--- config.mk ---
export PLATFORM = sky130hd
export DESIGN_NAME = bisq_sequencer
export DESIGN_NICKNAME = d
export VERILOG_FILES = /design/src/logic/bisq_pkg.sv /design/src/logic/bisq_reg_if.sv /design/src/logic/bisq_ahb_slave.sv /design/src/logic/bisq_tick.sv /design/src/logic/bisq_sequencer.sv
export SDC_FILE = /design/constraint.sdc
export NUM_CORES = 1
export LEC_CHECK = 0
export ABC_AREA = 1
export BUFFER_PORTS_ARGS = -buffer_cell sky130_fd_sc_hd__buf_4
export CAP_MARGIN = 20
export CORE_AREA = 3 3 155 157
export DETAILED_ROUTE_END_ITERATION = 7
export DIE_AREA = 0 0 158 160
export MAX_ROUTING_LAYER = met4
export PLACE_DENSITY = 0.76
export SLEW_MARGIN = 20
export SYNTH_ARGS = -nofsm -noshare
export SYNTH_HDL_FRONTEND = slang
export SYNTH_HIERARCHICAL = 1
export SYNTH_SLANG_ARGS = --single-unit
--- constraint.sdc ---
create_clock -name i_clock -period 3.71 [get_ports i_clock]
set_input_delay 0.742 -clock i_clock [delete_from_list [all_inputs] [get_ports i_clock]]
set_output_delay 0.742 -clock i_clock [all_outputs]
set_load 0.05 [all_outputs]
--- src/logic/bisq_pkg.sv ---
// Purpose: Shared constants and types of the burner ignition sequencer
// Assumes: 100 MHz clock, settings counted in whole seconds
// Notes: Temperatures are in degrees Fahrenheit
package bisq_pkg;
  // ----------------------------------------
  // Timing
  // ----------------------------------------
  localparam int CLOCK_PERIOD_NS = 10;
  localparam int SECOND_NS = 1000000000;
  localparam int SECOND_CYCLES = SECOND_NS / CLOCK_PERIOD_NS;
  localparam logic [10:0] TIMER_SAT = 11'h7FF;
  localparam logic [1:0] FLAME_SAT = 2'h3;

  // ----------------------------------------
  // Register map (byte addresses)
  // ----------------------------------------
  localparam logic [3:0] REG_CTRL = 4'h0;
  localparam logic [3:0] REG_STATUS = 4'h4;
  localparam logic [3:0] REG_ACTIVE = 4'h8;
  localparam logic [3:0] REG_EDITOR = 4'hC;
  localparam int CTRL_ACTIVE_BIT = 0;
  localparam int CTRL_START_BIT = 1;
  localparam int CTRL_CLEAR_BIT = 2;

  // ----------------------------------------
  // Settings list
  // ----------------------------------------
  localparam logic [3:0] ITEM_MODE = 4'h0;
  localparam logic [3:0] ITEM_PRE_PURGE = 4'h1;
  localparam logic [3:0] ITEM_TRIAL = 4'h2;
  localparam logic [3:0] ITEM_PURGE = 4'h3;
  localparam logic [3:0] ITEM_WAIT = 4'h4;
  localparam logic [3:0] ITEM_IGN_RETRY = 4'h5;
  localparam logic [3:0] ITEM_WAIT_RETRY = 4'h6;
  localparam logic [3:0] ITEM_PROVE = 4'h7;
  localparam logic [3:0] ITEM_DEMAND = 4'h8;
  localparam logic [3:0] ITEM_TEMP = 4'h9;
  localparam logic [3:0] ITEM_APPLY = 4'hA;
  localparam logic [3:0] VIEW_ROWS = 4'h4;
  localparam logic [3:0] VIEW_LAST = 4'h3;

  // ----------------------------------------
  // Setting limits
  // ----------------------------------------
  localparam logic [11:0] VAL_ZERO = 12'h000;
  localparam logic [11:0] VAL_ONE = 12'h001;
  localparam logic [11:0] PRE_PURGE_MAX = 12'h258;
  localparam logic [11:0] TRIAL_MIN = 12'h001;
  localparam logic [11:0] TRIAL_MAX = 12'h03C;
  localparam logic [11:0] PURGE_MAX = 12'h00A;
  localparam logic [11:0] WAIT_MAX = 12'h708;
  localparam logic [11:0] RETRY_MAX = 12'h003;
  localparam logic [11:0] PROVE_MAX = 12'h003;
  localparam logic [11:0] TEMP_MIN = 12'h064;
  localparam logic [11:0] TEMP_MAX = 12'h99C;

  typedef struct packed {
    logic manual;
    logic [9:0] pre_purge;
    logic [5:0] trial;
    logic [3:0] purge;
    logic [10:0] wait_s;
    logic [1:0] ign_retry;
    logic [1:0] wait_retry;
    logic [1:0] prove;
    logic demand;
    logic [11:0] temp_limit;
  } bisq_cfg_t;

  localparam bisq_cfg_t CFG_DEFAULT = '{manual: 1'b0, pre_purge: 10'h005, trial: 6'h1E, purge: 4'hA,
    wait_s: 11'h000, ign_retry: 2'h2, wait_retry: 2'h2, prove: 2'h3, demand: 1'b0, temp_limit: 12'h640};

  typedef enum logic [6:0] {
    ST_IDLE = 7'h01,
    ST_PREPURGE = 7'h02,
    ST_TRIAL = 7'h04,
    ST_PURGE = 7'h08,
    ST_WAIT = 7'h10,
    ST_LIT = 7'h20,
    ST_LOCKOUT = 7'h40
  } bisq_state_t;
endpackage : bisq_pkg

--- src/logic/bisq_reg_if.sv ---
// Purpose: Register access between bus slave and sequencer core
// Assumes: One access per data phase
// Notes: addr holds the latched address through the data phase
`timescale 1ns/1ps
interface bisq_reg_if;
  logic wr_en;
  logic [3:0] addr;
  logic [31:0] wdata;
  logic [31:0] rdata;
  modport bus (output wr_en, output addr, output wdata, input rdata);
  modport core (input wr_en, input addr, input wdata, output rdata);
endinterface : bisq_reg_if

--- src/logic/bisq_ahb_slave.sv ---
// Purpose: Zero-wait AHB-Lite slave for the sequencer registers
// Assumes: Single word transfers only
// Notes: Unmapped addresses read zero, writes are dropped, response OKAY
`timescale 1ns/1ps
module bisq_ahb_slave
  import bisq_pkg::*;
(
  // Clock and reset
  input wire logic i_clock,
  input wire logic i_reset,
  // AHB-Lite
  input wire logic i_hsel,
  input wire logic [31:0] i_haddr,
  input wire logic [1:0] i_htrans,
  input wire logic i_hwrite,
  input wire logic i_hready,
  input wire logic [31:0] i_hwdata,
  output logic [31:0] o_hrdata,
  output logic o_hreadyout,
  output logic o_hresp,
  // Core side
  bisq_reg_if.bus regs
);
  typedef struct packed {
    logic valid;
    logic write;
    logic [3:0] addr;
  } bisq_ahb_t;

  bisq_ahb_t s_reg;
  bisq_ahb_t s_next;

  always_comb begin
    s_next = '0;
    if (i_hsel && i_htrans[1] && i_hready) begin
      s_next.valid = (i_haddr[31:4] == 28'h0000000) && (i_haddr[1:0] == 2'h0);
      s_next.write = i_hwrite;
      s_next.addr = i_haddr[3:0];
    end
  end

  always_ff @(posedge i_clock) begin
    if (i_reset) begin
      s_reg <= '0;
    end else begin
      s_reg <= s_next;
    end
  end

  assign regs.wr_en = s_reg.valid && s_reg.write;
  assign regs.addr = s_reg.addr;
  assign regs.wdata = i_hwdata;
  assign o_hrdata = (s_reg.valid && !s_reg.write) ? regs.rdata : 32'h00000000;
  assign o_hreadyout = 1'b1;
  assign o_hresp = 1'b0;
endmodule : bisq_ahb_slave

--- src/logic/bisq_tick.sv ---
// Purpose: One-second enable pulse
// Assumes: CYCLES is the clock count of one second
// Notes: Pulse lasts one clock
`timescale 1ns/1ps
module bisq_tick #(
  parameter int CYCLES = 100000000
) (
  // Clock and reset
  input wire logic i_clock,
  input wire logic i_reset,
  // Pulse
  output logic o_tick
);
  localparam int W = (CYCLES > 1) ? $clog2(CYCLES) : 1;
  typedef struct packed {
    logic [W-1:0] count;
    logic tick;
  } bisq_tick_t;

  bisq_tick_t t_reg;
  bisq_tick_t t_next;

  always_comb begin
    t_next = t_reg;
    t_next.tick = 1'b0;
    if (t_reg.count == W'(CYCLES - 1)) begin
      t_next.count = '0;
      t_next.tick = 1'b1;
    end else begin
      t_next.count = t_reg.count + W'(1);
    end
  end

  always_ff @(posedge i_clock) begin
    if (i_reset) begin
      t_reg <= '0;
    end else begin
      t_reg <= t_next;
    end
  end

  assign o_tick = t_reg.tick;
endmodule : bisq_tick

--- src/logic/bisq_sequencer.sv ---
// Purpose: Pilot ignition sequencer with keypad settings editor
// Assumes: Keys are one-cycle pulses, temperatures in degrees F
// Notes: Registers over AHB-Lite; see package for the map
//
// Design decisions made here: the AHB-Lite interface to the registers and the register offsets.
`timescale 1ns/1ps
// Behaviour
// - Automatic or manual mode, automatic by default
// - Automatic mode relights after flame loss
// - Manual mode never relights by itself
// - Pre-purge 0 to 600 s, default 5
// - Spark trial 1 to 60 s, default 30
// - Purge between trials 0 to 10 s
// - Retry wait 0 to 1800 s, default 0
// - Trial retries 0 to 3, default 2
// - Wait retries 0 to 3
// - Pilot lit after uninterrupted flame proving time
// - Demand pilot option, default off, automatic only
// - Demand off: pilot stays lit while active
// - Demand on: light when any process active
// - Demand on, no process: pilot off
// - Independent process never counts as demand
// - Lockout when thermocouple reaches temperature limit
// - Edits adopted only after apply and yes
// - Up/down move cursor, left/right change value
// - List shown four rows at a time
module bisq_sequencer
  import bisq_pkg::*;
#(
  parameter int SECOND_TICKS = SECOND_CYCLES
) (
  // Clock and reset
  input wire logic i_clock,
  input wire logic i_reset,
  // AHB-Lite register bus
  input wire logic i_hsel,
  input wire logic [31:0] i_haddr,
  input wire logic [1:0] i_htrans,
  input wire logic i_hwrite,
  input wire logic [2:0] i_hsize,
  input wire logic i_hready,
  input wire logic [31:0] i_hwdata,
  output logic [31:0] o_hrdata,
  output logic o_hreadyout,
  output logic o_hresp,
  // Keypad
  input wire logic i_key_up,
  input wire logic i_key_down,
  input wire logic i_key_left,
  input wire logic i_key_right,
  input wire logic i_key_ok,
  // Burner side
  input wire logic i_flame,
  input wire logic [11:0] i_tc1_temp,
  input wire logic [11:0] i_tc2_temp,
  input wire logic [2:0] i_process_active,
  input wire logic i_indep_active,
  output logic o_pilot_valve,
  output logic o_igniter,
  output logic o_purge,
  output logic o_lockout,
  // Display
  output logic [3:0] o_cursor,
  output logic [3:0] o_view_top,
  output logic o_confirm,
  output logic o_confirm_yes
);
  typedef struct packed {
    bisq_state_t state;
    logic [10:0] timer;
    logic [1:0] flame_cnt;
    logic [1:0] ign_cnt;
    logic [1:0] wait_cnt;
    logic hot;
    logic sys_active;
    logic pilot;
    logic igniter;
    logic purge;
    logic lockout;
    bisq_cfg_t active;
    bisq_cfg_t pending;
    logic [3:0] cursor;
    logic [3:0] view;
    logic confirm;
    logic yes;
  } bisq_core_t;

  localparam bisq_core_t CORE_RESET = '{state: ST_IDLE, active: CFG_DEFAULT, pending: CFG_DEFAULT,
    default: '0};

  bisq_core_t r;
  bisq_core_t n;
  bisq_reg_if regs ();
  logic tick;
  logic hot_now;
  logic want;
  logic proven;
  logic timer_done;
  logic start_cmd;
  logic clear_cmd;
  logic commit;
  logic [11:0] v;

  // ----------------------------------------
  // Setting access
  // ----------------------------------------
  function automatic logic [11:0] item_val(bisq_cfg_t c, logic [3:0] i);
    case (i)
      ITEM_MODE: item_val = {11'h000, c.manual};
      ITEM_PRE_PURGE: item_val = {2'h0, c.pre_purge};
      ITEM_TRIAL: item_val = {6'h00, c.trial};
      ITEM_PURGE: item_val = {8'h00, c.purge};
      ITEM_WAIT: item_val = {1'b0, c.wait_s};
      ITEM_IGN_RETRY: item_val = {10'h000, c.ign_retry};
      ITEM_WAIT_RETRY: item_val = {10'h000, c.wait_retry};
      ITEM_PROVE: item_val = {10'h000, c.prove};
      ITEM_DEMAND: item_val = {11'h000, c.demand};
      ITEM_TEMP: item_val = c.temp_limit;
      default: item_val = VAL_ZERO;
    endcase
  endfunction : item_val

  function automatic logic [11:0] item_min(logic [3:0] i);
    case (i)
      ITEM_TRIAL: item_min = TRIAL_MIN;
      ITEM_TEMP: item_min = TEMP_MIN;
      default: item_min = VAL_ZERO;
    endcase
  endfunction : item_min

  function automatic logic [11:0] item_max(logic [3:0] i);
    case (i)
      ITEM_PRE_PURGE: item_max = PRE_PURGE_MAX;
      ITEM_TRIAL: item_max = TRIAL_MAX;
      ITEM_PURGE: item_max = PURGE_MAX;
      ITEM_WAIT: item_max = WAIT_MAX;
      ITEM_IGN_RETRY: item_max = RETRY_MAX;
      ITEM_WAIT_RETRY: item_max = RETRY_MAX;
      ITEM_PROVE: item_max = PROVE_MAX;
      ITEM_TEMP: item_max = TEMP_MAX;
      default: item_max = VAL_ONE;
    endcase
  endfunction : item_max

  function automatic bisq_cfg_t item_set(bisq_cfg_t c, logic [3:0] i, logic [11:0] x);
    item_set = c;
    case (i)
      ITEM_MODE: item_set.manual = x[0];
      ITEM_PRE_PURGE: item_set.pre_purge = x[9:0];
      ITEM_TRIAL: item_set.trial = x[5:0];
      ITEM_PURGE: item_set.purge = x[3:0];
      ITEM_WAIT: item_set.wait_s = x[10:0];
      ITEM_IGN_RETRY: item_set.ign_retry = x[1:0];
      ITEM_WAIT_RETRY: item_set.wait_retry = x[1:0];
      ITEM_PROVE: item_set.prove = x[1:0];
      ITEM_DEMAND: item_set.demand = x[0];
      ITEM_TEMP: item_set.temp_limit = x;
      default: item_set = c;
    endcase
  endfunction : item_set

  function automatic logic [10:0] state_dur(bisq_state_t s, bisq_cfg_t c);
    case (s)
      ST_PREPURGE: state_dur = {1'b0, c.pre_purge};
      ST_TRIAL: state_dur = {5'h00, c.trial};
      ST_PURGE: state_dur = {7'h00, c.purge};
      ST_WAIT: state_dur = c.wait_s;
      default: state_dur = 11'h000;
    endcase
  endfunction : state_dur

  // ----------------------------------------
  // Bus and timebase
  // ----------------------------------------
  bisq_ahb_slave u_ahb (
    .i_clock(i_clock),
    .i_reset(i_reset),
    .i_hsel(i_hsel),
    .i_haddr(i_haddr),
    .i_htrans(i_htrans),
    .i_hwrite(i_hwrite),
    .i_hready(i_hready),
    .i_hwdata(i_hwdata),
    .o_hrdata(o_hrdata),
    .o_hreadyout(o_hreadyout),
    .o_hresp(o_hresp),
    .regs(regs.bus)
  );

  bisq_tick #(.CYCLES(SECOND_TICKS)) u_tick (
    .i_clock(i_clock),
    .i_reset(i_reset),
    .o_tick(tick)
  );

  always_comb begin
    case (regs.addr)
      REG_CTRL: regs.rdata = {31'h00000000, r.sys_active};
      REG_STATUS: regs.rdata = {22'h000000, i_indep_active, i_flame, r.hot, r.state};
      REG_ACTIVE: regs.rdata = {12'h000, r.active.temp_limit, r.active.demand, r.active.prove,
        r.active.wait_retry, r.active.ign_retry, r.active.manual};
      REG_EDITOR: regs.rdata = {22'h000000, r.yes, r.confirm, r.view, r.cursor};
      default: regs.rdata = 32'h00000000;
    endcase
  end

  // ----------------------------------------
  // Next state
  // ----------------------------------------
  assign start_cmd = regs.wr_en && (regs.addr == REG_CTRL) && regs.wdata[CTRL_START_BIT];
  assign clear_cmd = regs.wr_en && (regs.addr == REG_CTRL) && regs.wdata[CTRL_CLEAR_BIT];
  assign hot_now = (i_tc1_temp >= r.active.temp_limit) || (i_tc2_temp >= r.active.temp_limit);
  // Independent process is not part of the demand term
  assign want = r.sys_active && (r.active.manual || !r.active.demand || (|i_process_active));
  assign proven = i_flame && (r.flame_cnt >= r.active.prove);
  assign timer_done = r.timer >= state_dur(r.state, r.active);
  assign commit = r.confirm && r.yes && i_key_ok;
  assign v = item_val(r.pending, r.cursor);

  always_comb begin
    n = r;
    if (regs.wr_en && (regs.addr == REG_CTRL)) begin
      n.sys_active = regs.wdata[CTRL_ACTIVE_BIT];
    end
    if (tick && (r.timer != TIMER_SAT)) begin
      n.timer = r.timer + 11'h001;
    end
    if (!i_flame) begin
      n.flame_cnt = 2'h0;
    end else if (tick && (r.flame_cnt != FLAME_SAT)) begin
      n.flame_cnt = r.flame_cnt + 2'h1;
    end
    unique case (r.state)
      ST_IDLE: begin
        n.ign_cnt = 2'h0;
        n.wait_cnt = 2'h0;
        if (want && (!r.active.manual || start_cmd)) begin
          n.state = ST_PREPURGE;
        end
      end
      ST_PREPURGE: begin
        if (timer_done) begin
          n.state = ST_TRIAL;
        end
      end
      ST_TRIAL: begin
        if (proven) begin
          n.state = ST_LIT;
        end else if (timer_done) begin
          if (r.ign_cnt < r.active.ign_retry) begin
            n.ign_cnt = r.ign_cnt + 2'h1;
            n.state = ST_PURGE;
          end else if (r.wait_cnt < r.active.wait_retry) begin
            n.wait_cnt = r.wait_cnt + 2'h1;
            n.ign_cnt = 2'h0;
            n.state = ST_WAIT;
          end else begin
            n.state = ST_LOCKOUT;
          end
        end
      end
      ST_PURGE: begin
        if (timer_done) begin
          n.state = ST_TRIAL;
        end
      end
      ST_WAIT: begin
        if (timer_done) begin
          n.state = ST_PREPURGE;
        end
      end
      ST_LIT: begin
        if (!i_flame) begin
          n.ign_cnt = 2'h0;
          n.wait_cnt = 2'h0;
          n.state = r.active.manual ? ST_IDLE : ST_PREPURGE;
        end
      end
      ST_LOCKOUT: begin
        if (clear_cmd && !hot_now) begin
          n.state = ST_IDLE;
        end
      end
    endcase
    // Loss of demand or system stop shuts the pilot down
    if (!want && (r.state != ST_LOCKOUT)) begin
      n.state = ST_IDLE;
    end
    // Over-temperature overrides everything; set wins over clear
    if (clear_cmd) begin
      n.hot = 1'b0;
    end
    if (hot_now) begin
      n.hot = 1'b1;
      n.state = ST_LOCKOUT;
    end
    if (n.state != r.state) begin
      n.timer = 11'h000;
    end
    n.pilot = (n.state == ST_TRIAL) || (n.state == ST_LIT);
    n.igniter = (n.state == ST_TRIAL);
    n.purge = (n.state == ST_PREPURGE) || (n.state == ST_PURGE);
    n.lockout = (n.state == ST_LOCKOUT);

    // Settings editor
    if (r.confirm) begin
      if (i_key_left || i_key_right) begin
        n.yes = !r.yes;
      end
      if (i_key_ok) begin
        n.confirm = 1'b0;
        if (r.yes) begin
          n.active = r.pending;
        end
      end
    end else begin
      if (i_key_up && (r.cursor != ITEM_MODE)) begin
        n.cursor = r.cursor - 4'h1;
      end else if (i_key_down && (r.cursor != ITEM_APPLY)) begin
        n.cursor = r.cursor + 4'h1;
      end
      if (i_key_ok && (r.cursor == ITEM_APPLY)) begin
        n.confirm = 1'b1;
        n.yes = 1'b0;
      end
      if (i_key_right && (v < item_max(r.cursor))) begin
        n.pending = item_set(r.pending, r.cursor, v + VAL_ONE);
      end else if (i_key_left && (v > item_min(r.cursor))) begin
        n.pending = item_set(r.pending, r.cursor, v - VAL_ONE);
      end
    end
    if (n.cursor < r.view) begin
      n.view = n.cursor;
    end else if (n.cursor > (r.view + VIEW_LAST)) begin
      n.view = n.cursor - VIEW_LAST;
    end
  end

  always_ff @(posedge i_clock) begin
    if (i_reset) begin
      r <= CORE_RESET;
    end else begin
      r <= n;
    end
  end

  assign o_pilot_valve = r.pilot;
  assign o_igniter = r.igniter;
  assign o_purge = r.purge;
  assign o_lockout = r.lockout;
  assign o_cursor = r.cursor;
  assign o_view_top = r.view;
  assign o_confirm = r.confirm;
  assign o_confirm_yes = r.yes;
endmodule : bisq_sequencer

==> impl_metrics.toml <==
[run_status]
status = "finished clean"

[setup_path]
cp.required_ps = 4080
cp-start-kind = "flop"
reg2reg_slack_ps = 30
ff2ff_path_depth = 20
cp_slowest_cell = "fa_2"
path_class = "reg2reg"
cpMostUsedCell = "nand2_1"
max_stage_delay_ps = 390
worstPathArrival_ps = 4050
crit_chain = "nor2_4 > nand2_4 > buf_12 > o211ai_1 > ha_1 > nand2_1 > o21a_1 > o21ai_2 > a31oi_2 > buf_4 > nand2_8 > buf_4 > fa_2 > a21o_1 > nand2_1 > a21oi_2 > nor2_1 > xnor2_1 > nand2_1 > a21oi_1"
cp.buffers_inverters = 3
worstReg2RegStart = "o_cursor[2]$_SDFF_PP0_"
worstPathMaxFanout = 5
path_delay_family = "compound AO/OA/AOI/OAI gates"
path_depth = 20
reg2reg_to = "r[18]$_SDFFE_PP0P_"
end_kind = "flop"

[layout]
nFillCells = 1937
num-nets-final = 2119
final_cell_count_no_fill = 2220
diodes = 0
syn_to_final_growth_pct = 22.4
largest_register_ffs = 128
drive_gt1_frac = 0.199

[grt]
overflow = 0
groute.usage.overall = 0.268
grt_first_pass_wirelength_um = 53700
grt_pass1_vias = 11000
grt_max_degree = 82
antenna_found_initial = 0

[clocking]
clkLatencyLatePin_ps = 440
cts_tree = "done"
clk_pin_slew_ps = 80
clockRootBuffer = "clkbuf_16"
cts_made_buffers = 17
cts_buffer_depth = 2
ctsHtreeMaxLevel = 4
hold_buffers = 0
cts.sinks = 187

[timing]
min_period_ps = 3680
finalHoldViolations = 0
setup_viol = 0
whs_ps = 452
fmax_mhz = 272
post-route-period-util = 0.993
finalMaxSlewViolations = 0
rsz0062_at_grt = "true"
worst_pin_slew_ps = 918
worst_clock_skew_ps = 14.7
max_slew_margin = 0.386

[pwr]
p_leak_nw = 6.54
power.density_nw_per_um2 = 750
vdd_drop_max_v = 0.000841

[die]
fp.coreArea_um2 = 22600
row_count = 55
die-area_um2 = 25300
num_io_pins = 156
initial_core_util = 0.518
die-width_um = 158
die_y_um = 160

[routing]
via_per_inst = 5.34
drt_iter0_drc = 1052
dr_total_vias = 11800
ant_nets = 0
remaining_drc_errors = 0
firstDrtPassIters = 5
routedWlPerCell_um = 15.3
routed_wl_um = 33900

[synth]
synth.avg_cell_area_um2 = 6.66
netlist_instances = 1760
yosysWarningCount = 6
synth_area_um2 = 11700

[placement]
dp.cells = 2171
gp_congestion = 0.989
portBuffers = 108
dpl.hpwl_um = 25000

[job]
cap_violations = 0

[worst_hold_path]
min_to = "u_tick/t_reg[1]$_SDFF_PP0_"
hp-class = "reg2reg"
whs_path_depth = 1
hp-start = "u_tick/t_reg[1]$_SDFF_PP0_"
==> stage by stage <==
step	power, mW	worst slack (ps)	setup TNS [ps]	area (um2)	util
after CTS	9.85	17.2	0	14000	0.616
after global placement	7.45	-116	-763	13200	0.582
final	10.8	27.1	0	14400	0.634
after global routing	11.5	-164	-1370	14400	0.634
after detailed placement	7.59	-186	-1950	13200	0.582
after floorplan	5.96	19.4	0	11800	-
==> worst max path at each step <==
stage / from / to
after CTS: o_cursor[1]$_SDFF_PP0_ / r[39]$_SDFFE_PP0P_
after global routing: o_cursor[1]$_SDFF_PP0_ / r[18]$_SDFFE_PP0P_
final: o_cursor[2]$_SDFF_PP0_ / r[18]$_SDFFE_PP0P_
after floorplan: o_cursor[1]$_SDFF_PP0_ / r[37]$_SDFFE_PP0P_
after detailed placement: o_cursor[1]$_SDFF_PP0_ / r[21]$_SDFFE_PP0P_
after global placement: o_cursor[0]$_SDFF_PP0_ / r[21]$_SDFFE_PP0P_
==> timing repair <==
action                     CTS  global route
resized for setup           28            81
buffers inserted             8             8
pin swaps                   10            48
setup endpoints to repair   21            54
cloned                       1             0
==> layer usage <==
layer  vias up  GRT usage  wire length [um]
li1       5906          -                 -
met2       386      0.419             16000
met5         -          -                 0
met3        63     0.0461              2060
met1      5493      0.358             15000
met4         0     0.0747               788
==> cells in the final DEF, fill, tap and decap left out, types with 15 or more instances in the layout <==
master and count:
clkbuf_16 17, ha_1 71, nand2_2 19, nor2_1 274, buf_4 188, o21ai_0 82
xor2_1 23, inv_1 238, nor2_2 33, inv_2 29, nand3_1 102, dfxtp_1 183
ha_4 15, nand2_1 351, a21oi_1 88, nand4_1 22
==> power by group <==
group | switching [mW] | total [mW] | internal [mW]
combinational | 3.81 | 6.49 | 2.67
clock | 0.892 | 1.81 | 0.917
sequential | 0.209 | 2.47 | 2.26
total | 4.91 | 10.8 | 5.85
==> area by class of cell <==
type / count / area [um2] / share of cell area
clock buffers: 18 / 439 / 0.0306
clock inverters: 14 / 149 / 0.0104
inverters: 270 / 1020 / 0.0711
repair buffers: 190 / 1450 / 0.101
flip-flops and latches: 187 / 3750 / 0.261
well taps: 285 / 357 / 0.0248
multi-input cells: 1256 / 7190 / 0.501
Power figures use the tool's default switching activity.
